File: src/pkg/power_link_pkg.sv
// Purpose: shared constants for the power and link startup sequencer
// Assumes: 20 MHz pclk, APB register access, 32-bit data
// Notes:   register offsets are byte addresses

package power_link_pkg;

  // ****************************************
  // Register offsets
  // ****************************************
  localparam logic [7:0] ctrl_off    = 8'h00;
  localparam logic [7:0] link_off    = 8'h04;
  localparam logic [7:0] status_off  = 8'h08;
  localparam logic [7:0] strap_off   = 8'h0c;

  // ****************************************
  // Control register fields
  // ****************************************
  localparam int sleep_bit       = 0;
  localparam int cable_type_bit  = 1;
  localparam int latch_edge_bit  = 2;
  localparam int ctrl_proto_bit  = 3;
  localparam int wake_pos_bit    = 4;
  localparam int wake_neg_bit    = 5;

  // ****************************************
  // Link register fields
  // ****************************************
  localparam int cfg_link_bit    = 0;
  localparam int serial_link_bit = 1;
  localparam int rate_bit        = 2;
  localparam int width_bit       = 3;
  localparam int err_corr_bit    = 4;

  // ****************************************
  // Reset values
  // ****************************************
  localparam logic wake_pos_reset = 1'b1;
  localparam logic wake_neg_reset = 1'b0;

  // ****************************************
  // Three-level strap codes
  // ****************************************
  localparam logic [1:0] lvl_low  = 2'h0;
  localparam logic [1:0] lvl_mid  = 2'h1;
  localparam logic [1:0] lvl_high = 2'h2;

  // ****************************************
  // Timing
  // ****************************************
  localparam int clk_mhz       = 20;
  localparam int chan_wait_ms  = 2;
  localparam int chan_wait_cyc = chan_wait_ms * 1000 * clk_mhz;
  localparam int lock_wait_ms  = 3;
  localparam int lock_wait_cyc = lock_wait_ms * 1000 * clk_mhz;
  localparam int osc_div       = 20;

  typedef enum logic [3:0] {
    link_off_st  = 4'b0001,
    link_cfg_st  = 4'b0010,
    link_lock_st = 4'b0100,
    link_vid_st  = 4'b1000
  } link_state_t;

endpackage

File: src/hdl/strap_decode.sv
// Purpose: decode two three-level straps into power-up defaults
// Assumes: straps given as 2-bit level codes
// Notes:   both-high leaves valid low

module strap_decode
(
  // Strap levels
  input  wire logic [1:0] strap_cfg_hi,
  input  wire logic [1:0] strap_cfg_lo,
  // Decoded defaults
  output logic            cable_type,
  output logic            latch_edge,
  output logic            ctrl_proto,
  output logic            valid
);

  logic [3:0] idx;

  always_comb
  begin
    idx        = {strap_cfg_hi, strap_cfg_lo};
    cable_type = 1'b0;
    latch_edge = 1'b0;
    ctrl_proto = 1'b0;
    valid      = 1'b1;
    unique case (idx)
      {power_link_pkg::lvl_low, power_link_pkg::lvl_low}:   {cable_type, latch_edge, ctrl_proto} = 3'h7;
      {power_link_pkg::lvl_low, power_link_pkg::lvl_mid}:   {cable_type, latch_edge, ctrl_proto} = 3'h6;
      {power_link_pkg::lvl_low, power_link_pkg::lvl_high}:  {cable_type, latch_edge, ctrl_proto} = 3'h5;
      {power_link_pkg::lvl_mid, power_link_pkg::lvl_low}:   {cable_type, latch_edge, ctrl_proto} = 3'h4;
      {power_link_pkg::lvl_mid, power_link_pkg::lvl_mid}:   {cable_type, latch_edge, ctrl_proto} = 3'h3;
      {power_link_pkg::lvl_mid, power_link_pkg::lvl_high}:  {cable_type, latch_edge, ctrl_proto} = 3'h2;
      {power_link_pkg::lvl_high, power_link_pkg::lvl_low}:  {cable_type, latch_edge, ctrl_proto} = 3'h1;
      {power_link_pkg::lvl_high, power_link_pkg::lvl_mid}:  {cable_type, latch_edge, ctrl_proto} = 3'h0;
      // Both high or an unused code: reserved, no configuration
      default:                                              valid = 1'b0;
    endcase
  end

endmodule

File: src/hdl/wait_timer.sv
// Purpose: count a wait after a start pulse
// Assumes: one clock; a start pulse loads the count, each clock cycle decrements it
// Notes:   busy stays high for count clock cycles after start

module wait_timer #(
  parameter int count = 40000
)
(
  // Clock and reset
  input  wire logic pclk,
  input  wire logic presetn,
  // Control
  input  wire logic clear,
  input  wire logic start,
  output logic      busy
);

  logic [31:0] left;

  always_ff @(posedge pclk or negedge presetn)
  begin
    if (!presetn)
      left <= 32'h0;
    else if (clear)
      left <= 32'h0;
    else if (start)
      left <= 32'(count);
    else if (left != 32'h0)
      left <= left - 32'h1;
  end

  assign busy = (left != 32'h0);

endmodule

File: src/hdl/power_link_seq.sv
// Purpose: power mode and link bring-up sequencer with APB registers
// Assumes: pins synchronous to pclk; straps as 2-bit level codes
// Notes:   power-down acts as a synchronous register reset
//
// Behaviour
// - Straps decode into cable, edge, protocol defaults
// - Software may overwrite strap-derived settings
// - Control channel command enters or leaves sleep
// - Sleep bit set means sleep at once
// - Each output line has gated wake receiver
// - Positive receiver on, negative off at power-up
// - Both receivers off: only local or remote control channel commands wake
// - Power-down pin low: outputs high impedance
// - Power-down returns registers to reset
// - Leaving power-down latches all strap pins
// - Oscillator-clocked configuration link without pixel clock
// - Config link enable starts link until video
// - Serial enable gives video priority, locks
// - Control channel only after link established
// - Remote relocks after matching serializer bit
//
// The address map and the APB register port were left to the implementer.

module power_link_seq #(
  parameter int chan_wait = power_link_pkg::chan_wait_cyc,
  parameter int lock_wait = power_link_pkg::lock_wait_cyc
)
(
  // Clock and reset
  input  wire logic        pclk,
  input  wire logic        presetn,
  // APB slave
  input  wire logic        psel,
  input  wire logic        penable,
  input  wire logic        pwrite,
  input  wire logic [7:0]  paddr,
  input  wire logic [31:0] pwdata,
  output logic [31:0]      prdata,
  output logic             pready,
  output logic             pslverr,
  // Pins
  input  wire logic        power_down_n,
  input  wire logic [1:0]  strap_cfg_hi,
  input  wire logic [1:0]  strap_cfg_lo,
  input  wire logic        width_strap_pin,
  input  wire logic        sync_encode_strap_pin,
  input  wire logic        local_ctrl_en_pin,
  input  wire logic        rx_data_strap_pin,
  input  wire logic        tx_clock_strap_pin,
  input  wire logic        pixel_clock_in,
  // Control channel events
  input  wire logic        ctrl_cmd_local,
  input  wire logic        ctrl_cmd_remote,
  input  wire logic        wake_rx_pos,
  input  wire logic        wake_rx_neg,
  input  wire logic        remote_power_up,
  input  wire logic        remote_locked,
  // Status and drive
  output logic             out_pos_oe,
  output logic             out_neg_oe,
  output logic             asleep,
  output logic             cfg_link_active,
  output logic             video_link_active,
  output logic             osc_tick,
  output logic             ctrl_chan_ready
);

  // ****************************************
  // Strap decode and latching
  // ****************************************
  logic       dec_cable;
  logic       dec_edge;
  logic       dec_proto;
  logic       dec_valid;
  logic       pd_prev;
  logic       relatch;
  logic [6:0] strap_latched;
  logic       strap_valid;

  strap_decode u_strap (
    .strap_cfg_hi (strap_cfg_hi),
    .strap_cfg_lo (strap_cfg_lo),
    .cable_type   (dec_cable),
    .latch_edge   (dec_edge),
    .ctrl_proto   (dec_proto),
    .valid        (dec_valid)
  );

  // Straps are caught by a clocked process after release, never under reset
  always_ff @(posedge pclk or negedge presetn)
  begin
    if (!presetn)
      pd_prev <= 1'b0;
    else
      pd_prev <= power_down_n;
  end

  assign relatch = power_down_n && !pd_prev;

  always_ff @(posedge pclk or negedge presetn)
  begin
    if (!presetn)
    begin
      strap_latched <= 7'h0;
      strap_valid   <= 1'b0;
    end
    else if (relatch)
    begin
      strap_latched <= {width_strap_pin, sync_encode_strap_pin, local_ctrl_en_pin, rx_data_strap_pin,
                        tx_clock_strap_pin, strap_cfg_hi != 2'h0, strap_cfg_lo != 2'h0};
      strap_valid   <= dec_valid;
    end
  end

  // ****************************************
  // Registers
  // ****************************************
  logic ctrl_wr;
  logic link_wr;
  logic sleep;
  logic cable_type_sel;
  logic latch_edge_sel;
  logic ctrl_proto_sel;
  logic wake_rx_pos_en;
  logic wake_rx_neg_en;
  logic cfg_link_en;
  logic serial_link_en;
  logic rate_select;
  logic bus_width_sel;
  logic err_correct_sel;
  logic wake_event;
  logic sleep_cmd;

  assign ctrl_wr = psel && penable && pwrite && paddr == power_link_pkg::ctrl_off;
  assign link_wr = psel && penable && pwrite && paddr == power_link_pkg::link_off;

  // Receivers gated by enables; local and remote channel commands always wake
  assign wake_event = ctrl_cmd_local || ctrl_cmd_remote
                      || (wake_rx_pos && wake_rx_pos_en) || (wake_rx_neg && wake_rx_neg_en);
  assign sleep_cmd  = ctrl_wr && pwdata[power_link_pkg::sleep_bit];

  always_ff @(posedge pclk or negedge presetn)
  begin
    if (!presetn)
    begin
      cable_type_sel <= 1'b0;
      latch_edge_sel <= 1'b0;
      ctrl_proto_sel <= 1'b0;
      wake_rx_pos_en <= power_link_pkg::wake_pos_reset;
      wake_rx_neg_en <= power_link_pkg::wake_neg_reset;
    end
    else if (!power_down_n)
    begin
      cable_type_sel <= 1'b0;
      latch_edge_sel <= 1'b0;
      ctrl_proto_sel <= 1'b0;
      wake_rx_pos_en <= power_link_pkg::wake_pos_reset;
      wake_rx_neg_en <= power_link_pkg::wake_neg_reset;
    end
    else if (relatch && dec_valid)
    begin
      cable_type_sel <= dec_cable;
      latch_edge_sel <= dec_edge;
      ctrl_proto_sel <= dec_proto;
    end
    else if (ctrl_wr)
    begin
      cable_type_sel <= pwdata[power_link_pkg::cable_type_bit];
      latch_edge_sel <= pwdata[power_link_pkg::latch_edge_bit];
      ctrl_proto_sel <= pwdata[power_link_pkg::ctrl_proto_bit];
      wake_rx_pos_en <= pwdata[power_link_pkg::wake_pos_bit];
      wake_rx_neg_en <= pwdata[power_link_pkg::wake_neg_bit];
    end
  end

  // Sleep: a written 1 sleeps at once; a wake event lifts it, a write of 0 keeps it lifted
  always_ff @(posedge pclk or negedge presetn)
  begin
    if (!presetn)
      sleep <= 1'b0;
    else if (!power_down_n)
      sleep <= 1'b0;
    else if (ctrl_wr)
      sleep <= pwdata[power_link_pkg::sleep_bit];
    else if (wake_event)
      sleep <= 1'b0;
  end

  always_ff @(posedge pclk or negedge presetn)
  begin
    if (!presetn)
    begin
      cfg_link_en     <= 1'b0;
      serial_link_en  <= 1'b0;
      rate_select     <= 1'b0;
      bus_width_sel   <= 1'b0;
      err_correct_sel <= 1'b0;
    end
    else if (!power_down_n)
    begin
      cfg_link_en     <= 1'b0;
      serial_link_en  <= 1'b0;
      rate_select     <= 1'b0;
      bus_width_sel   <= 1'b0;
      err_correct_sel <= 1'b0;
    end
    else if (relatch)
    begin
      bus_width_sel   <= width_strap_pin;
      err_correct_sel <= rx_data_strap_pin;
    end
    else if (link_wr)
    begin
      cfg_link_en     <= pwdata[power_link_pkg::cfg_link_bit];
      serial_link_en  <= pwdata[power_link_pkg::serial_link_bit];
      rate_select     <= pwdata[power_link_pkg::rate_bit];
      bus_width_sel   <= pwdata[power_link_pkg::width_bit];
      err_correct_sel <= pwdata[power_link_pkg::err_corr_bit];
    end
  end

  // ****************************************
  // Oscillator tick and link state
  // ****************************************
  logic [7:0]                  osc_cnt;
  logic                        osc_wrap;
  power_link_pkg::link_state_t state;
  power_link_pkg::link_state_t next_state;
  logic                        fmt_change;
  logic                        lock_busy;
  logic                        chan_busy;

  assign osc_wrap = osc_cnt == 8'(power_link_pkg::osc_div - 1);

  always_ff @(posedge pclk or negedge presetn)
  begin
    if (!presetn)
      osc_cnt <= 8'h0;
    else if (osc_wrap)
      osc_cnt <= 8'h0;
    else
      osc_cnt <= osc_cnt + 8'h1;
  end

  // Changing a link format bit restarts the lock wait
  assign fmt_change = link_wr && ({pwdata[power_link_pkg::rate_bit], pwdata[power_link_pkg::width_bit],
                      pwdata[power_link_pkg::err_corr_bit]} != {rate_select, bus_width_sel, err_correct_sel});

  wait_timer #(
    .count (lock_wait)
  ) u_lock (
    .pclk    (pclk),
    .presetn (presetn),
    .clear   (!power_down_n),
    .start   (fmt_change || (state == power_link_pkg::link_cfg_st && next_state == power_link_pkg::link_lock_st)),
    .busy    (lock_busy)
  );

  wait_timer #(
    .count (chan_wait)
  ) u_chan (
    .pclk    (pclk),
    .presetn (presetn),
    .clear   (!power_down_n),
    .start   (remote_power_up),
    .busy    (chan_busy)
  );

  always_comb
  begin
    next_state = state;
    unique case (state)
      power_link_pkg::link_off_st:
        if (serial_link_en && pixel_clock_in)
          next_state = power_link_pkg::link_lock_st;
        else if (cfg_link_en)
          next_state = power_link_pkg::link_cfg_st;
      power_link_pkg::link_cfg_st:
        if (serial_link_en && pixel_clock_in)
          next_state = power_link_pkg::link_lock_st;
        else if (!cfg_link_en)
          next_state = power_link_pkg::link_off_st;
      power_link_pkg::link_lock_st:
        if (!serial_link_en)
          next_state = cfg_link_en ? power_link_pkg::link_cfg_st : power_link_pkg::link_off_st;
        else if (remote_locked && !lock_busy)
          next_state = power_link_pkg::link_vid_st;
      power_link_pkg::link_vid_st:
        if (!serial_link_en)
          next_state = cfg_link_en ? power_link_pkg::link_cfg_st : power_link_pkg::link_off_st;
        else if (!remote_locked)
          next_state = power_link_pkg::link_lock_st;
      default:
        next_state = power_link_pkg::link_off_st;
    endcase
  end

  always_ff @(posedge pclk or negedge presetn)
  begin
    if (!presetn)
      state <= power_link_pkg::link_off_st;
    else if (!power_down_n || sleep_cmd)
      state <= power_link_pkg::link_off_st;
    else if (!sleep)
      state <= next_state;
  end

  // ****************************************
  // Outputs
  // ****************************************
  always_ff @(posedge pclk or negedge presetn)
  begin
    if (!presetn)
    begin
      out_pos_oe        <= 1'b0;
      out_neg_oe        <= 1'b0;
      asleep            <= 1'b0;
      cfg_link_active   <= 1'b0;
      video_link_active <= 1'b0;
      osc_tick          <= 1'b0;
      ctrl_chan_ready   <= 1'b0;
    end
    else
    begin
      out_pos_oe        <= power_down_n && !sleep;
      out_neg_oe        <= power_down_n && !sleep && cable_type_sel;
      asleep            <= sleep || sleep_cmd;
      cfg_link_active   <= state == power_link_pkg::link_cfg_st && !pixel_clock_in;
      video_link_active <= state == power_link_pkg::link_vid_st;
      osc_tick          <= osc_wrap && state == power_link_pkg::link_cfg_st;
      ctrl_chan_ready   <= power_down_n && !chan_busy && !lock_busy
                           && (state == power_link_pkg::link_cfg_st || state == power_link_pkg::link_vid_st);
    end
  end

  // ****************************************
  // APB read path
  // ****************************************
  always_ff @(posedge pclk or negedge presetn)
  begin
    if (!presetn)
    begin
      prdata  <= 32'h0;
      pready  <= 1'b0;
      pslverr <= 1'b0;
    end
    else
    begin
      pready  <= psel && !penable;
      pslverr <= psel && !penable && paddr != power_link_pkg::ctrl_off && paddr != power_link_pkg::link_off
                 && paddr != power_link_pkg::status_off && paddr != power_link_pkg::strap_off;
      prdata  <= 32'h0;
      if (psel && !penable && !pwrite)
        unique case (paddr)
          power_link_pkg::ctrl_off:
            prdata <= {26'h0, wake_rx_neg_en, wake_rx_pos_en, ctrl_proto_sel, latch_edge_sel, cable_type_sel, sleep};
          power_link_pkg::link_off:
            prdata <= {27'h0, err_correct_sel, bus_width_sel, rate_select, serial_link_en, cfg_link_en};
          power_link_pkg::status_off:
            prdata <= {25'h0, chan_busy, lock_busy, ctrl_chan_ready, state};
          power_link_pkg::strap_off:
            prdata <= {24'h0, strap_valid, strap_latched};
          default:
            prdata <= 32'h0;
        endcase
    end
  end

  // ****************************************
  // Checks
  // ****************************************
  sleep_now_a : assert property (@(posedge pclk) disable iff (!presetn)
    power_down_n && sleep_cmd |=> asleep) else $error("sleep not immediate");
  pd_hiz_a : assert property (@(posedge pclk) disable iff (!presetn)
    !power_down_n |=> !out_pos_oe && !out_neg_oe) else $error("outputs driven in power-down");
  pd_reset_a : assert property (@(posedge pclk) disable iff (!presetn)
    !power_down_n |=> wake_rx_pos_en && !wake_rx_neg_en && !serial_link_en
    && !cable_type_sel && !sleep) else $error("no reset");
  wake_gate_a : assert property (@(posedge pclk) disable iff (!presetn)
    sleep && power_down_n && !ctrl_wr && !ctrl_cmd_local && !ctrl_cmd_remote && !wake_rx_pos_en && !wake_rx_neg_en
    |=> sleep) else $error("woken by disabled receiver");
  strap_hold_a : assert property (@(posedge pclk) disable iff (!presetn)
    !relatch |=> $stable(strap_latched)) else $error("strap changed without release");
  chan_gate_a : assert property (@(posedge pclk) disable iff (!presetn)
    ctrl_chan_ready |-> $past(!chan_busy)) else $error("channel ready during wait");
  video_pri_a : assert property (@(posedge pclk) disable iff (!presetn)
    state == power_link_pkg::link_cfg_st && serial_link_en && pixel_clock_in && power_down_n && !sleep && !sleep_cmd
    |=> state == power_link_pkg::link_lock_st) else $error("video link not preferred");
  reserved_a : assert property (@(posedge pclk) disable iff (!presetn)
    relatch && !dec_valid && !ctrl_wr |=> $stable(cable_type_sel)) else $error("reserved strap applied");

endmodule

File: config.mk
export PLATFORM = sky130hd
export DESIGN_NAME = power_link_seq
export DESIGN_NICKNAME = d
export VERILOG_FILES = /design/src/pkg/power_link_pkg.sv /design/src/hdl/strap_decode.sv /design/src/hdl/wait_timer.sv /design/src/hdl/power_link_seq.sv
export SDC_FILE = /design/constraint.sdc
export NUM_CORES = 1
export LEC_CHECK = 0
export BUFFER_PORTS_ARGS = -buffer_cell sky130_fd_sc_hd__buf_2
export CAP_MARGIN = 20
export CORE_UTILIZATION = 51
export DETAILED_ROUTE_END_ITERATION = 6
export PLACE_DENSITY = 0.74
export SLEW_MARGIN = 25
export SYNTH_ARGS = -nofsm -noshare
export SYNTH_HDL_FRONTEND = slang
export SYNTH_SLANG_ARGS = --single-unit
File: constraint.sdc
create_clock -name pclk -period 8.6 [get_ports pclk]
set_clock_uncertainty 0.1 [all_clocks]
set_input_delay 0.86 -clock pclk [delete_from_list [all_inputs] [get_ports pclk]]
set_output_delay 0.86 -clock pclk [all_outputs]
set_load 0.01 [all_outputs]
==> flow_metrics.env <==
export IMPL_max_cap_violations=0
export IMPL_power_density_mw_per_mm2=301
export IMPL_syn2layout_area_growth_pct=14.0
export IMPL_syn_cell_area_mm2=0.00600
export IMPL_synth_seq_area_share_pct=47.2
export IMPL_max_freq_mhz=297
export IMPL_ys_top_cells_by_count="dfrtp_1 (111), nor2_1 (88), a21oi_1 (36)"
export IMPL_yosys_area_top_type_share_pct=46.3
export IMPL_ys_flop_type="dfrtp_1"
export IMPL_r2r_slack_ps=5310
export IMPL_h_tree_depth=4
export IMPL_grt_pass1_wl_um=22600
export IMPL_drt_iter0_markers=275
export IMPL_rsz0062_at_grt="no"
export IMPL_grt_pass1_vias=4759
export IMPL_ys_types=65
export IMPL_drive_gt1_share_pct=16.0
export IMPL_yosys_cell_count_top_type="dfrtp_1"
export IMPL_worst_skew_pair_late_latency_ps=410
export IMPL_cts_root_buf="clkbuf_16"
export IMPL_clk_pin_slew_worst_paths_ps=50
export IMPL_clock_sinks=113
export IMPL_drcViolationCount=0
export IMPL_nNetsFinal=730
export IMPL_core_area_mm2=0.0114
export IMPL_cp_start_kind="input port"
export IMPL_synth_edff_count=0
export IMPL_port_buffers=52
export IMPL_ys_ff_latch=113
export IMPL_wl_per_cell_um=16.0
export IMPL_setup_violations=0
export IMPL_dp_final_hpwl_um=8960
export IMPL_gp_congestion=0.836
export IMPL_fin_setup_tns_ps=0
export IMPL_drv_slew=0
export IMPL_worst_pin_slew_ps=913
export IMPL_die_w_um=110
export IMPL_ant_nets=0
export IMPL_postCtsHoldBufs=0
export IMPL_rr_worst_depth=5
export IMPL_min_period_ps=3370
export IMPL_hold_class="reg2reg"
export IMPL_fin_crit_sh_pct=39.2
export IMPL_initial_utilization_pct=52.5
export IMPL_hold_depth=1
export IMPL_status="finished clean"
export IMPL_die_h_um=110
export IMPL_num_io_pins=103
export IMPL_vias_per_cell=5.85
export IMPL_avgSynthCellArea_um2=9.68
export IMPL_grt_max_degree=62
export IMPL_clockBufferDepth=2
export IMPL_wl_um=13200
export IMPL_num_vias=4801
export IMPL_synth_area_leaders="dfrtp_1 (46%), nor2_1 (5.5%), xnor2_1 (3.8%)"
export IMPL_postCtsSetupBuffers=0
export IMPL_synthArstFlopShare_pct=100
export IMPL_firstDrtPassIters=4
export IMPL_grtUsageTotal_pct=23.1
export IMPL_die_area_mm2=0.0122
export IMPL_grt_overflow=0
export IMPL_hold_violations=0
export IMPL_cts_tree="built"
export IMPL_end_kind="flip-flop"
export IMPL_post_cts_resized=0
export IMPL_ir_drop_v=0.000268
export IMPL_syn_instance_count=620
export IMPL_worstPathRequired_ps=8760
export IMPL_rows=39
export IMPL_fin_total_pwr_mw=2.06
export IMPL_p_leak_nw=3.16
export IMPL_critPathArrivalTime_ps=3530
export IMPL_crit_fanout=23
export IMPL_numCtsBuffers=17
export IMPL_slew_headroom_pct=38.6
export IMPL_antenna_found_initial=1
export IMPL_yosysTopAreaCell="dfrtp_1"
export IMPL_criticalPathCategory="in2reg"
export IMPL_yosysWarnings=0
critical path, stage by stage:
cell	delay (ps)
buf_2	90
nor4_1	510
nand4_1	410
o22ai_1	760
or3_1	750
nor2_1	130
metrics by stage:
| step | instances | setup WS [ps] | hold WS [ps] | util (%) | area, um^2 |
|---|---|---|---|---|---|
| after floorplan | 643 | 5670 | 343 | - | 6090 |
| after CTS | 820 | 5220 | 387 | 59.8 | 6830 |
| after global placement | 788 | 4910 | 359 | 54.8 | 6260 |
| after global routing | 821 | 4930 | 393 | 59.9 | 6840 |
| final | 821 | 5230 | 392 | 59.9 | 6840 |
| after detailed placement | 788 | 4810 | 374 | 54.8 | 6260 |
worst paths after layout:
check	start	end
setup / recovery	paddr[5]	u_lock.left[7]
hold / removal	osc_cnt[7]	osc_cnt[7]
setup reg to reg	u_chan.left[24]	u_chan.left[21]
hold reg to reg	osc_cnt[7]	osc_cnt[7]
max in group asynchronous	presetn	u_chan.left[26]
min in group asynchronous	presetn	u_lock.left[29]
cell usage in the layout, fill, tap and decap left out, types with 5 or more instances in the layout:
master     Yosys  final
dfrtp_1      111    111
nor2_1        88     88
buf_2          5     51
a21oi_1       36     36
xnor2_1       26     26
conb_1         1     24
nand2_1       22     22
nor3_1        20     20
inv_1         19     19
nor4_1        19     18
or3_1         18     18
clkbuf_16      0     17
or4_1         16     16
xor2_1        15     15
o21ai_0       14     13
nand4_1       12     12
nand3_1       12     12
nor2b_1       10     10
o21a_1        10     10
mux2i_1        9      9
o31ai_1        9      9
or2_2          7      7
a211oi_1       7      7
o41ai_1        6      6
mux2_2         6      6
clkbuf_1      24      6
nand2b_1       6      5
mux4_2         5      5
cell families (layout without fill, tap and decap cells):
kind of cell | after synthesis | after routing | synth area share, %
adders and majority gates | 5 | 5 | 1.00
and+or+nand+nor | 254 | 254 | 22.5
AOI/OAI and AO/OA | 114 | 114 | 12.7
buffers and inverters | 72 | 106 | 6.11
xor gates and xnor gates | 41 | 41 | 5.99
muxes | 20 | 20 | 4.50
DFF | 113 | 113 | 47.2
other | 1 | 25 | 0.0625
metal layers:
metal  part of all wire [%]  track usage (%)
met2                     48             36.6
met3                    4.8             6.04
met1                     45             29.8
met4                    2.3             10.6
met5                      0                0
layout make-up:
| type | instances | area, um^2 |
|---|---|---|
| clock inverter | 6 | 82.6 |
| antenna | 1 | 2.50 |
| tap | 143 | 179 |
| sequential | 113 | 2830 |
| clock buffer | 26 | 489 |
| multi-input combinational | 458 | 2900 |
| inverter | 19 | 71.3 |
| fill | 971 | 4580 |
| timing repair buffer | 55 | 285 |
sequential cells by signal, summed over array words and instances, names as in the netlist, 4 cells and up:
signal,flops
prdata,8
u_chan.left,32
state,4
osc_cnt,8
u_lock.left,32
strap_latched,7
power breakdown:
part	switching (mW)	internal, mW	total [mW]
clock	0.231	0.447	0.678
sequential	0.0810	0.615	0.696
combinational	0.416	0.268	0.684
total	0.728	1.33	2.06
No activity file was read; power rests on OpenSTA's default activity.
